===== config.mk =====
export PLATFORM = sky130hd
export DESIGN_NAME = tofcr_regs
export DESIGN_NICKNAME = d
export VERILOG_FILES = /design/src/hdl/tofcr_pkg.sv /design/src/hdl/tofcr_regs.sv
export SDC_FILE = /design/constraint.sdc
export NUM_CORES = 1
export LEC_CHECK = 0
export BUFFER_PORTS_ARGS = -buffer_cell sky130_fd_sc_hd__buf_4
export CAP_MARGIN = 20
export CORE_AREA = 2 2 88 90
export CTS_CLUSTER_SIZE = 25
export DETAILED_ROUTE_END_ITERATION = 10
export DIE_AREA = 0 0 90 92
export PLACE_DENSITY = 0.69
export RECOVER_POWER = 25
export SLEW_MARGIN = 30
export SYNTH_ARGS = -nofsm -noshare
export SYNTH_HDL_FRONTEND = slang
export SYNTH_SLANG_ARGS = --single-unit

===== constraint.sdc =====
create_clock -name clk -period 1.8 [get_ports clk]
set_input_delay 0 -clock clk [delete_from_list [all_inputs] [get_ports clk]]
set_output_delay 0 -clock clk [all_outputs]
set_load 0.03 [all_outputs]

===== src/hdl/tofcr_pkg.sv =====
// Package: register map, field layout, reset values and carriers of the channel register slice
package tofcr_pkg;
  // Register offsets, as seen on the serial port
  localparam logic [5:0] ADDR_CONFIG_ONE = 6'h00;
  localparam logic [5:0] ADDR_CONFIG_TWO = 6'h01;
  localparam logic [5:0] ADDR_STATUS = 6'h02;
  localparam logic [5:0] ADDR_MASK = 6'h03;
  localparam logic [5:0] ADDR_COARSE_HI = 6'h04;
  // Reset values
  localparam logic [7:0] RST_CONFIG_TWO = 8'h40;
  localparam logic [7:0] RST_STATUS = 8'h00;
  localparam logic [7:0] RST_MASK = 8'h07;
  localparam logic [7:0] RST_COARSE_HI = 8'hff;
  // Implemented bits; the rest are reserved and read zero
  localparam logic [7:0] STATUS_USED = 8'h1f;
  localparam logic [7:0] MASK_USED = 8'h07;
  // Field positions
  localparam int BEGIN_BIT = 0;
  localparam int ST_DONE = 4;
  localparam int ST_STARTED = 3;
  localparam int ST_REF_OVF = 2;
  localparam int ST_COARSE_OVF = 1;
  localparam int ST_RESULT = 0;
  localparam int CMD_WRITE_BIT = 6;
  // Serial frame: command byte then data byte
  localparam logic [2:0] LAST_BIT = 3'h7;

  typedef enum logic [1:0] {
    SPI_IDLE = 2'b00,
    SPI_CMD = 2'b01,
    SPI_DATA = 2'b11,
    SPI_TAIL = 2'b10
  } tofcr_spi_e;

  // Event strobes from the measurement engine
  typedef struct packed {
    logic done;
    logic started;
    logic ref_ovf;
    logic coarse_ovf;
  } tofcr_events_s;

  // Decoded measurement settings
  typedef struct packed {
    logic [5:0] cal_window_periods;
    logic [7:0] averaging_cycle_count;
    logic [2:0] stop_count;
  } tofcr_meas_cfg_s;

  // Turns the second configuration byte into engine settings
  function automatic tofcr_meas_cfg_s tofcr_decode(input logic [7:0] cfg);
    tofcr_meas_cfg_s d;
    d = '0;
    unique case (cfg[7:6])
      2'b00: d.cal_window_periods = 6'h02;
      2'b01: d.cal_window_periods = 6'h0a;
      2'b10: d.cal_window_periods = 6'h14;
      2'b11: d.cal_window_periods = 6'h28;
    endcase
    d.averaging_cycle_count = 8'h01 << cfg[5:3];
    d.stop_count = (cfg[2:0] <= 3'h4) ? cfg[2:0] + 3'h1 : 3'h1;
    return d;
  endfunction
endpackage


===== src/hdl/tofcr_regs.sv =====
// Configuration, status and mask registers of one converter channel behind a serial port
`timescale 1ns/10ps

// Summary of operation
// - Config bits 7:6 pick a second calibration span of 2, 10, 20 or 40 periods, reset 01.
// - Config bits 5:3 ask for 2 to the code averaging cycles, 1 to 128, reset 000.
// - Config bits 2:0 ask for one to five stops, and codes above 100 mean one stop.
// - Status bit 4 sets on measurement done, like bit 0, and clears by writing one to it or to the begin bit.
// - Status bit 3 sets when the start event arrives and clears by writing one.
// - A reference counter overflow sets status bit 2 and halts the measurement at once.
// - A coarse counter overflow sets status bit 1 and halts the measurement at once.
// - Status bit 0 sets when a new result is ready and clears by writing one to it or to the begin bit.
// - Mask bit 2 enables the reference overflow interrupt and resets to one.
// - Mask bit 1 enables the coarse overflow interrupt and resets to one.
// - Mask bit 0 enables the result ready interrupt and resets to one.
// - A masked source stays off the interrupt pin but its status flag still sets.
// - Status bits 7:5 and mask bits 7:3 are reserved and stay zero.
// - Writing one to the begin bit clears all status flags and results and triggers, all in the same cycle.
module tofcr_regs
  import tofcr_pkg::*;
(
  input wire logic clk,
  input wire logic nrst,
  input wire logic sclk,
  input wire logic mosi,
  input wire logic channel_select_n,
  input wire tofcr_events_s evt,
  output logic miso,
  output logic miso_oe,
  output logic irq_out_n,
  output logic meas_trigger,
  output logic meas_halt,
  output logic results_clear,
  output tofcr_meas_cfg_s meas_cfg,
  output logic [7:0] coarse_limit_high
);

  logic sclk_q1_ff, sclk_q2_ff, sclk_last_ff;
  logic mosi_q1_ff, mosi_q2_ff;
  logic csn_q1_ff, csn_q2_ff;
  logic sclk_rise, sclk_fall, sel;
  tofcr_spi_e state_ff;
  logic [2:0] bit_cnt_ff;
  logic [7:0] shift_in_ff, cmd_ff, shift_out_ff;
  logic wr_en_ff;
  logic [5:0] wr_addr_ff;
  logic [7:0] wr_data_ff;
  logic begin_ff;
  logic [7:0] cfg2_ff, status_ff, mask_ff;
  logic [7:0] nxt_status, nxt_mask, clr_vec, set_vec;
  logic start_wr;
  logic miso_ff, miso_oe_ff, irq_n_ff, trig_ff, halt_ff, rclr_ff;
  tofcr_meas_cfg_s meas_cfg_ff;
  logic [7:0] coarse_hi_ff;

  // Read data for an address; unmapped offsets read zero
  function automatic logic [7:0] rd_mux(input logic [5:0] a);
    logic [7:0] r;
    r = 8'h00;
    unique case (a)
      ADDR_CONFIG_ONE: r = {7'h00, begin_ff};
      ADDR_CONFIG_TWO: r = cfg2_ff;
      ADDR_STATUS: r = status_ff & STATUS_USED;
      ADDR_MASK: r = mask_ff & MASK_USED;
      ADDR_COARSE_HI: r = coarse_hi_ff;
      default: r = 8'h00;
    endcase
    return r;
  endfunction

  // Two-stage synchronisers; serial pins are asynchronous to clk
  always_ff @(posedge clk) begin
    if (!nrst) begin
      sclk_q1_ff <= 1'b0;
      sclk_q2_ff <= 1'b0;
      sclk_last_ff <= 1'b0;
      mosi_q1_ff <= 1'b0;
      mosi_q2_ff <= 1'b0;
      csn_q1_ff <= 1'b1;
      csn_q2_ff <= 1'b1;
    end else begin
      sclk_q1_ff <= sclk;
      sclk_q2_ff <= sclk_q1_ff;
      sclk_last_ff <= sclk_q2_ff;
      mosi_q1_ff <= mosi;
      mosi_q2_ff <= mosi_q1_ff;
      csn_q1_ff <= channel_select_n;
      csn_q2_ff <= csn_q1_ff;
    end
  end

  // Edge detect on the synchronised serial clock only
  assign sclk_rise = sclk_q2_ff & ~sclk_last_ff;
  assign sclk_fall = ~sclk_q2_ff & sclk_last_ff;
  assign sel = ~csn_q2_ff;

  // Frame sequencer: command byte, then one data byte; extra bits are ignored
  always_ff @(posedge clk) begin
    if (!nrst) begin
      state_ff <= SPI_IDLE;
      bit_cnt_ff <= 3'h0;
      shift_in_ff <= 8'h00;
      cmd_ff <= 8'h00;
    end else if (!sel) begin
      state_ff <= SPI_IDLE;
      bit_cnt_ff <= 3'h0;
    end else begin
      unique case (state_ff)
        SPI_IDLE: state_ff <= SPI_CMD;
        SPI_CMD: begin
          if (sclk_rise) begin
            shift_in_ff <= {shift_in_ff[6:0], mosi_q2_ff};
            bit_cnt_ff <= bit_cnt_ff + 3'h1;
            if (bit_cnt_ff == LAST_BIT) begin
              cmd_ff <= {shift_in_ff[6:0], mosi_q2_ff};
              state_ff <= SPI_DATA;
            end
          end
        end
        SPI_DATA: begin
          if (sclk_rise) begin
            shift_in_ff <= {shift_in_ff[6:0], mosi_q2_ff};
            bit_cnt_ff <= bit_cnt_ff + 3'h1;
            if (bit_cnt_ff == LAST_BIT) begin
              state_ff <= SPI_TAIL;
            end
          end
        end
        SPI_TAIL: state_ff <= SPI_TAIL;
      endcase
    end
  end

  // Write strobe after the last data bit of a write frame
  always_ff @(posedge clk) begin
    if (!nrst) begin
      wr_en_ff <= 1'b0;
      wr_addr_ff <= 6'h00;
      wr_data_ff <= 8'h00;
    end else begin
      wr_en_ff <= sel && state_ff == SPI_DATA && sclk_rise && bit_cnt_ff == LAST_BIT
        && cmd_ff[CMD_WRITE_BIT];
      if (sel && state_ff == SPI_DATA && sclk_rise && bit_cnt_ff == LAST_BIT) begin
        wr_addr_ff <= cmd_ff[5:0];
        wr_data_ff <= {shift_in_ff[6:0], mosi_q2_ff};
      end
    end
  end

  // Read path: load at end of command, shift out on falling edges, MSB first
  always_ff @(posedge clk) begin
    if (!nrst) begin
      shift_out_ff <= 8'h00;
      miso_ff <= 1'b0;
      miso_oe_ff <= 1'b0;
    end else begin
      miso_oe_ff <= sel;
      if (!sel) begin
        miso_ff <= 1'b0;
      end else if (state_ff == SPI_CMD && sclk_rise && bit_cnt_ff == LAST_BIT) begin
        shift_out_ff <= rd_mux({shift_in_ff[4:0], mosi_q2_ff});
      end else if (state_ff == SPI_DATA && sclk_fall) begin
        miso_ff <= shift_out_ff[7];
        shift_out_ff <= {shift_out_ff[6:0], 1'b0};
      end
    end
  end

  // Begin request and status clearing terms
  assign start_wr = wr_en_ff && wr_addr_ff == ADDR_CONFIG_ONE
    && wr_data_ff[BEGIN_BIT];
  always_comb begin
    clr_vec = 8'h00;
    if (wr_en_ff && wr_addr_ff == ADDR_STATUS) begin
      clr_vec = wr_data_ff & STATUS_USED;
    end
    if (start_wr) begin
      clr_vec = STATUS_USED;
    end
    set_vec = 8'h00;
    set_vec[ST_DONE] = evt.done;
    set_vec[ST_STARTED] = evt.started;
    set_vec[ST_REF_OVF] = evt.ref_ovf;
    set_vec[ST_COARSE_OVF] = evt.coarse_ovf;
    set_vec[ST_RESULT] = evt.done;
    // Set wins over clear so no event is lost
    nxt_status = ((status_ff & ~clr_vec) | set_vec) & STATUS_USED;
    nxt_mask = mask_ff;
    if (wr_en_ff && wr_addr_ff == ADDR_MASK) begin
      nxt_mask = wr_data_ff & MASK_USED;
    end
  end

  // Status and mask registers
  always_ff @(posedge clk) begin
    if (!nrst) begin
      status_ff <= RST_STATUS;
      mask_ff <= RST_MASK;
    end else begin
      status_ff <= nxt_status;
      mask_ff <= nxt_mask;
    end
  end

  // Plain configuration registers and the begin bit
  always_ff @(posedge clk) begin
    if (!nrst) begin
      cfg2_ff <= RST_CONFIG_TWO;
      coarse_hi_ff <= RST_COARSE_HI;
      begin_ff <= 1'b0;
    end else begin
      if (wr_en_ff && wr_addr_ff == ADDR_CONFIG_TWO) begin
        cfg2_ff <= wr_data_ff;
      end
      if (wr_en_ff && wr_addr_ff == ADDR_COARSE_HI) begin
        coarse_hi_ff <= wr_data_ff;
      end
      // Begin bit drops when the run ends, normally or by overflow
      if (start_wr) begin
        begin_ff <= 1'b1;
      end else if (evt.done || evt.ref_ovf || evt.coarse_ovf) begin
        begin_ff <= 1'b0;
      end
    end
  end

  // Engine-facing outputs, all registered
  always_ff @(posedge clk) begin
    if (!nrst) begin
      trig_ff <= 1'b0;
      rclr_ff <= 1'b0;
      halt_ff <= 1'b0;
      meas_cfg_ff <= tofcr_decode(RST_CONFIG_TWO);
    end else begin
      trig_ff <= start_wr;
      rclr_ff <= start_wr;
      halt_ff <= evt.ref_ovf | evt.coarse_ovf;
      meas_cfg_ff <= tofcr_decode(cfg2_ff);
    end
  end

  // Interrupt pin from next state so it tracks the flags without lag
  always_ff @(posedge clk) begin
    if (!nrst) begin
      irq_n_ff <= 1'b1;
    end else begin
      irq_n_ff <= ~|(nxt_status[2:0] & nxt_mask[2:0]);
    end
  end

  assign miso = miso_ff;
  assign miso_oe = miso_oe_ff;
  assign irq_out_n = irq_n_ff;
  assign meas_trigger = trig_ff;
  assign meas_halt = halt_ff;
  assign results_clear = rclr_ff;
  assign meas_cfg = meas_cfg_ff;
  assign coarse_limit_high = coarse_hi_ff;
endmodule


==> results.sh, run 1 <==
export IMPL_status="complete, but fails checks"
export IMPL_violations="setup timing"
export IMPL_postCtsSetupBuffers=0
export IMPL_tightestPinTransition_ns=1.00
export IMPL_die_area_sq_um=8280
export IMPL_synth_top_area_share_pct=50.7
export IMPL_first_iter_violations=154
export IMPL_hold_violations=0
export IMPL_grt_overflow=0
export IMPL_rsz0062_at_grt="yes"
export IMPL_crit_path_max_fanout=6
export IMPL_min_period_ns=1.85
export IMPL_ys_top_cells_by_area="dfxtp_1, nand2_1, a21oi_1"
export IMPL_grt_max_degree=35
export IMPL_worst_r2r_path_depth=4
export IMPL_path_class="register to register"
export IMPL_io_pins=40
export IMPL_yosys_register_bits=94
export IMPL_cts_htree_levels=3
export IMPL_syn_cell_area_sq_um=3710
export IMPL_dp_cells=566
export IMPL_worst_hold_path_type="primary input to register"
export IMPL_required_ns=2.05
export IMPL_fmax_ghz=0.539
export IMPL_grt_pass1_wl_mm=14.7
export IMPL_rrSetupSlack_ns=-0.05
export IMPL_synth_distinct_cells=47
export IMPL_area_growth_pct=21.2
export IMPL_die_w_microns=90
export IMPL_dr_pass1_iters=5
export IMPL_synth_common_cells="dfxtp_1, nand2_1, a21oi_1"
export IMPL_die_y_microns=92
export IMPL_grtUsageTotal_pct=22.1
export IMPL_synth_edf_count=0
export IMPL_drive_gt1_share_pct=16.3
export IMPL_endpoint="mask_ff[1]"
export IMPL_fin_crit_sh_pct=103
export IMPL_leakagePower_nw=1.82
export IMPL_worstSetupStartpointType="register"
export IMPL_place_congestion=0.888
export IMPL_clk_pin_slew_ns=0.08
export IMPL_wirelength_mm=8.67
export IMPL_seq_area_frac_synth_pct=50.7
export IMPL_synth_top_cell_by_area="dfxtp_1"
export IMPL_final_core_util_pct=60.4
export IMPL_core_area_sq_um=7450
export IMPL_numCtsBuffers=9
export IMPL_r2r_end="mask_ff[1]"
export IMPL_finClkSkew_ns=0.00781
export IMPL_crit_chain="or4b_4, nor3_4, mux2_4, or2_4"
export IMPL_synth_most_common_cell="dfxtp_1"
export IMPL_setup_viol=5
export IMPL_yosys_warnings=0
export IMPL_async_reset_ff_share_pct=0
export IMPL_clock_latency_ns=0.36
export IMPL_viasPerCell=5.32
export IMPL_setup_ws_ns=-0.0539
export IMPL_fillers=709
export IMPL_crit_slowest_cell="or4b_4"
export IMPL_totalNegativeSetupSlack_ns=-0.161
export IMPL_place_ws_ns=-0.0129
export IMPL_syn_inst=424
export IMPL_power_density_nw_per_um2=766
export IMPL_num_antenna_cells=0
export IMPL_antenna_found_initial=0
export IMPL_cts_tree="built"
export IMPL_relSlewSlack_pct=33.2
export IMPL_drv_slew=0
export IMPL_rows=32
export IMPL_hpwl_mm=6.10
export IMPL_clkSinkCount=94
export IMPL_instances_no_fill=593
export IMPL_cp_arrival_ns=2.10
export IMPL_syn_area_per_cell_sq_um=8.76
export IMPL_route_detailed_drc=0
export IMPL_vias=3156
export IMPL_drtAntennaViolNets=0
export IMPL_syn_nets=437
export IMPL_wl_per_cell_microns=14.6
export IMPL_p_total_mw=3.45
export IMPL_hold_path_startpoint="channel_select_n"
export IMPL_max_cap_viol_count=0
export IMPL_io_buffers=38
export IMPL_grt_pass1_vias=3055
export IMPL_startpoint="wr_addr_ff[3]"
export IMPL_root_buffer="clkbuf_8"
export IMPL_peakVddDrop_uv=497
export IMPL_fin_nets=499
export IMPL_max_stage_delay_ns=0.59
export IMPL_clk_path_buf_depth=2
export IMPL_start_util_pct=49.8
export IMPL_r2r_start="wr_addr_ff[3]"
export IMPL_setup_worst_path_end_class="register"
export IMPL_synth_flop_cell="dfxtp_1"
what timing repair did:
item | in CTS | in global routing
setup endpoints to repair | 5 | 11
hold endpoints to repair | 15 | 0
gates resized for setup | 1 | 12
pin swaps | 0 | 3
hold buffers | 11 | 0
through the flow:
stage / hold WS (ns) / instance area [sq um]
5_1_grt: 0.374 / 4500
2_1_floorplan: 0.101 / 3730
3_5_place_dp: 0.196 / 4270
3_3_place_gp: 0.187 / 4270
4_1_cts: 0.367 / 4550
6_report: 0.374 / 4500
worst min-delay path by stage:
stage | cells after the start | end
3_5_place_dp | 2 | csn_q1_ff
3_3_place_gp | 2 | csn_q1_ff
4_1_cts | 3 | csn_q1_ff
6_report | 3 | csn_q1_ff
5_1_grt | 3 | csn_q1_ff
2_1_floorplan | 1 | csn_q1_ff
placed cells by master, fill, tap and decap left out, types with 7 or more instances in the layout:
cell	instances
a21oi_1	42
a311oi_1	7
and3_1	11
buf_4	42
clkbuf_1	24
clkbuf_8	9
dfxtp_1	92
dlygate4sd3_1	11
inv_1	15
mux2i_1	21
nand2_1	76
nand2b_1	10
nand3_1	9
nor2_1	27
nor3_1	10
o21ai_0	12
final cells by class:
type	count	area (sq um)	share of cell area, %
Clock buffer	10	128	2.84
Tap cell	102	128	2.84
Timing Repair Buffer	78	552	12.3
Sequential cell	94	1880	41.9
Multi-Input combinational cell	286	1710	37.9
Inverter	17	63.8	1.42
Clock inverter	6	38.8	0.862
report_power, final:
| group | total, mW | switching (mW) | internal [mW] |
|---|---|---|---|
| Combinational | 0.136 | 0.0790 | 0.0567 |
| Clock | 1.20 | 0.707 | 0.497 |
| Sequential | 2.11 | 0.0112 | 2.10 |
| Total | 3.45 | 0.797 | 2.65 |
logic make-up after synthesis:
| logic type | share of synthesized area, % |
|---|---|
| other | 0.101 |
| xor gates and xnor gates | 0.236 |
| and+or+nand+nor | 22.6 |
| AOI/OAI and AO/OA | 13.9 |
| muxes | 6.27 |
| DFF | 50.7 |
| adders and majority gates | 1.35 |
| buffers and inverters | 4.85 |
registers in the layout (all words and copies together), names as in the netlist, 5 cells and up:
register / flops
shift_out_ff: 8
coarse_limit_high: 8
shift_in_ff: 7
wr_data_ff: 8
status_ff: 5
cmd_ff: 7
cfg2_ff: 8
meas_cfg: 15
wr_addr_ff: 6
per-layer routing:
metal | share of wire, % | vias to the layer above | wire length (microns) | GRT usage [%]
met1 | 47 | 1472 | 4110 | 29.9
li1 | - | 1575 | - | -
met3 | 3.8 | 22 | 332 | 3.70
met2 | 46 | 87 | 4010 | 35.0
met5 | 0 | - | 0 | 0
met4 | 2.5 | 0 | 214 | 9.62
worst max-delay path: cells and delay by family (launching register included):
family           cells  cell delay [ns]
and+or+nand+nor      3             1.09
DFF                  1             0.33
muxes                1             0.34
No activity file was read; power rests on OpenSTA's default activity.
==> inputs of run 2 (changes only) <==
--- a/config.mk
+++ b/config.mk
@@ -12,7 +12,6 @@
 export DETAILED_ROUTE_END_ITERATION = 10
 export DIE_AREA = 0 0 90 92
 export PLACE_DENSITY = 0.69
-export RECOVER_POWER = 25
 export SLEW_MARGIN = 30
 export SYNTH_ARGS = -nofsm -noshare
 export SYNTH_HDL_FRONTEND = slang
==> results.sh, run 2 (synthesis results as in run 1) <==
export IMPL_status="complete, but fails checks"
export IMPL_violations="setup timing"
export IMPL_cts_tree="built"
export IMPL_hold_violations=0
export IMPL_viasPerCell=5.28
export IMPL_grt_max_degree=35
export IMPL_relSlewSlack_pct=66.6
export IMPL_power_internal_mw=2.66
export IMPL_drv_slew=0
export IMPL_max_stage_delay_ns=0.58
export IMPL_die_w_microns=90
export IMPL_crit_slowest_cell="or4b_4"
export IMPL_wirelength_mm=8.63
export IMPL_path_class="register to register"
export IMPL_rows=32
export IMPL_comb_power_share_pct=4.0
export IMPL_cp_num_buf_inv=0
export IMPL_design_area_sq_um=4590
export IMPL_regArea_sq_um=1880
export IMPL_grt_pass1_wl_mm=14.7
export IMPL_numCtsBuffers=9
export IMPL_setup_worst_path_end_class="register"
export IMPL_first_iter_violations=170
export IMPL_core_area_sq_um=7450
export IMPL_num_antenna_cells=0
export IMPL_drtAntennaViolNets=0
export IMPL_vias=3131
export IMPL_cp_top_family="simple AND/OR/NAND/NOR gates"
export IMPL_clkSinkCount=94
export IMPL_p_sw_mw=0.799
export IMPL_fin_nets=499
export IMPL_crit_chain="or4b_4, nor3_4, mux2_4, or2_4"
export IMPL_fillers=685
export IMPL_max_cap_viol_count=0
export IMPL_required_ns=2.05
export IMPL_rsz0062_at_grt="yes"
export IMPL_largest_reg_flops=15
export IMPL_hpwl_mm=6.10
export IMPL_dr_pass1_iters=4
export IMPL_area_growth_pct=23.6
export IMPL_clk_pin_slew_ns=0.08
export IMPL_root_buffer="clkbuf_8"
export IMPL_grt_pass1_vias=3055
export IMPL_cp_arrival_ns=2.10
export IMPL_drive_gt1_share_pct=21.0
export IMPL_grtUsageTotal_pct=22.1
export IMPL_io_pins=40
export IMPL_die_area_sq_um=8280
export IMPL_place_congestion=0.888
export IMPL_totalNegativeSetupSlack_ns=-0.148
export IMPL_route_detailed_drc=0
export IMPL_postCtsSetupBuffers=0
export IMPL_worstSetupStartpointType="register"
export IMPL_setup_viol=5
export IMPL_cts_htree_levels=3
export IMPL_finClkSkew_ns=0.00701
export IMPL_start_util_pct=49.8
export IMPL_peakVddDrop_uv=500
export IMPL_fmax_ghz=0.540
export IMPL_p_sw_share_pct=23.1
export IMPL_crit_path_max_fanout=6
export IMPL_layout_commonest_cell="dfxtp_1"
export IMPL_holdWs_ns=0.372
export IMPL_power_density_nw_per_um2=753
export IMPL_die_y_microns=92
export IMPL_leakagePower_nw=1.91
export IMPL_setup_ws_ns=-0.0520
export IMPL_antenna_found_initial=0
export IMPL_worst_hold_path_type="primary input to register"
export IMPL_seqPwrFrac_pct=61.0
export IMPL_place_area_sq_um=4270
export IMPL_clk_path_buf_depth=2
export IMPL_multi_input_comb_area_sq_um=1710
export IMPL_fin_crit_sh_pct=103
export IMPL_grt_overflow=0
export IMPL_wl_per_cell_microns=14.6
export IMPL_clkPwrFrac_pct=34.9
export IMPL_io_buffers=38
export IMPL_min_period_ns=1.85
export IMPL_clock_latency_ns=0.36
export IMPL_mostFrequentLayoutCells="dfxtp_1, nand2_1, buf_4"
export IMPL_tightestPinTransition_ns=0.495
## run 2: cell types whose count changed in the layout (fill, tap and decap cells not counted)
cell      before  now
and2_0         1    0
and2_1         4    5
buf_4         42   65
clkbuf_1      24    1
## run 2: final cells by class
type | count | share of cell area (%)
Tap cell | 102 | 2.78
Clock inverter | 6 | 0.846
Clock buffer | 10 | 2.78
Sequential cell | 94 | 41.1
Inverter | 17 | 1.39
Multi-Input combinational cell | 286 | 37.2
Timing Repair Buffer | 78 | 13.9
## run 2: final timing paths
path | start | to | slack, ns | cells past startpoint
worst max-delay path | wr_addr_ff[3] | mask_ff[1] | -0.05 | 4
worst min register to register | csn_q1_ff | csn_q2_ff | 0.41 | 1
worst min-delay path | channel_select_n | csn_q1_ff | 0.37 | 3
worst max register to register | wr_addr_ff[3] | mask_ff[1] | -0.05 | 4
## run 2: layer usage
metal  vias to the layer above  track usage [%]  share of wire (%)  wire length [microns]
met5                         -                0                  0                      0
met1                      1449             29.9                 45                   3930
met4                         0             9.62                2.4                    210
li1                       1583                -                  -                      -
met3                        19             3.70                5.3                    457
met2                        80             35.0                 47                   4040
## run 2: power groups by stage
| stage | clock [mW] | combinational, mW | sequential, mW |
|---|---|---|---|
| after floorplan | 0 | 0.0645 | 2.16 |
| after global placement | 0 | 0.117 | 2.16 |
| after detailed placement | 0 | 0.118 | 2.16 |
| after CTS | 1.24 | 0.138 | 2.11 |
| after global routing | 1.33 | 0.152 | 2.11 |
| final | 1.21 | 0.140 | 2.11 |
## run 2: timing repair
action,CTS,global route
hold buffers,11,0
endpoints found under the hold margin,15,0
resized for setup,1,12
setup endpoints to repair,5,11
pin swaps,0,3
gates cloned,0,0
## run 2: stage by stage
step | setup WS [ns] | total power [mW] | instances | utilization (%)
floorplan | 0.0292 | 2.23 | 424 | -
global placement | 0.0226 | 2.27 | 566 | 57.3
detailed placement | -0.0129 | 2.28 | 566 | 57.3
CTS | -0.0280 | 3.49 | 593 | 61.1
global route | -0.0847 | 3.59 | 593 | 61.6
finish | -0.0520 | 3.45 | 593 | 61.6
## run 2: worst register-to-register path: stages, from the launching register on
cell     delay [ns]
dfxtp_2        0.33
or4b_4         0.58
nor3_4         0.27
mux2_4         0.34
or2_4          0.23
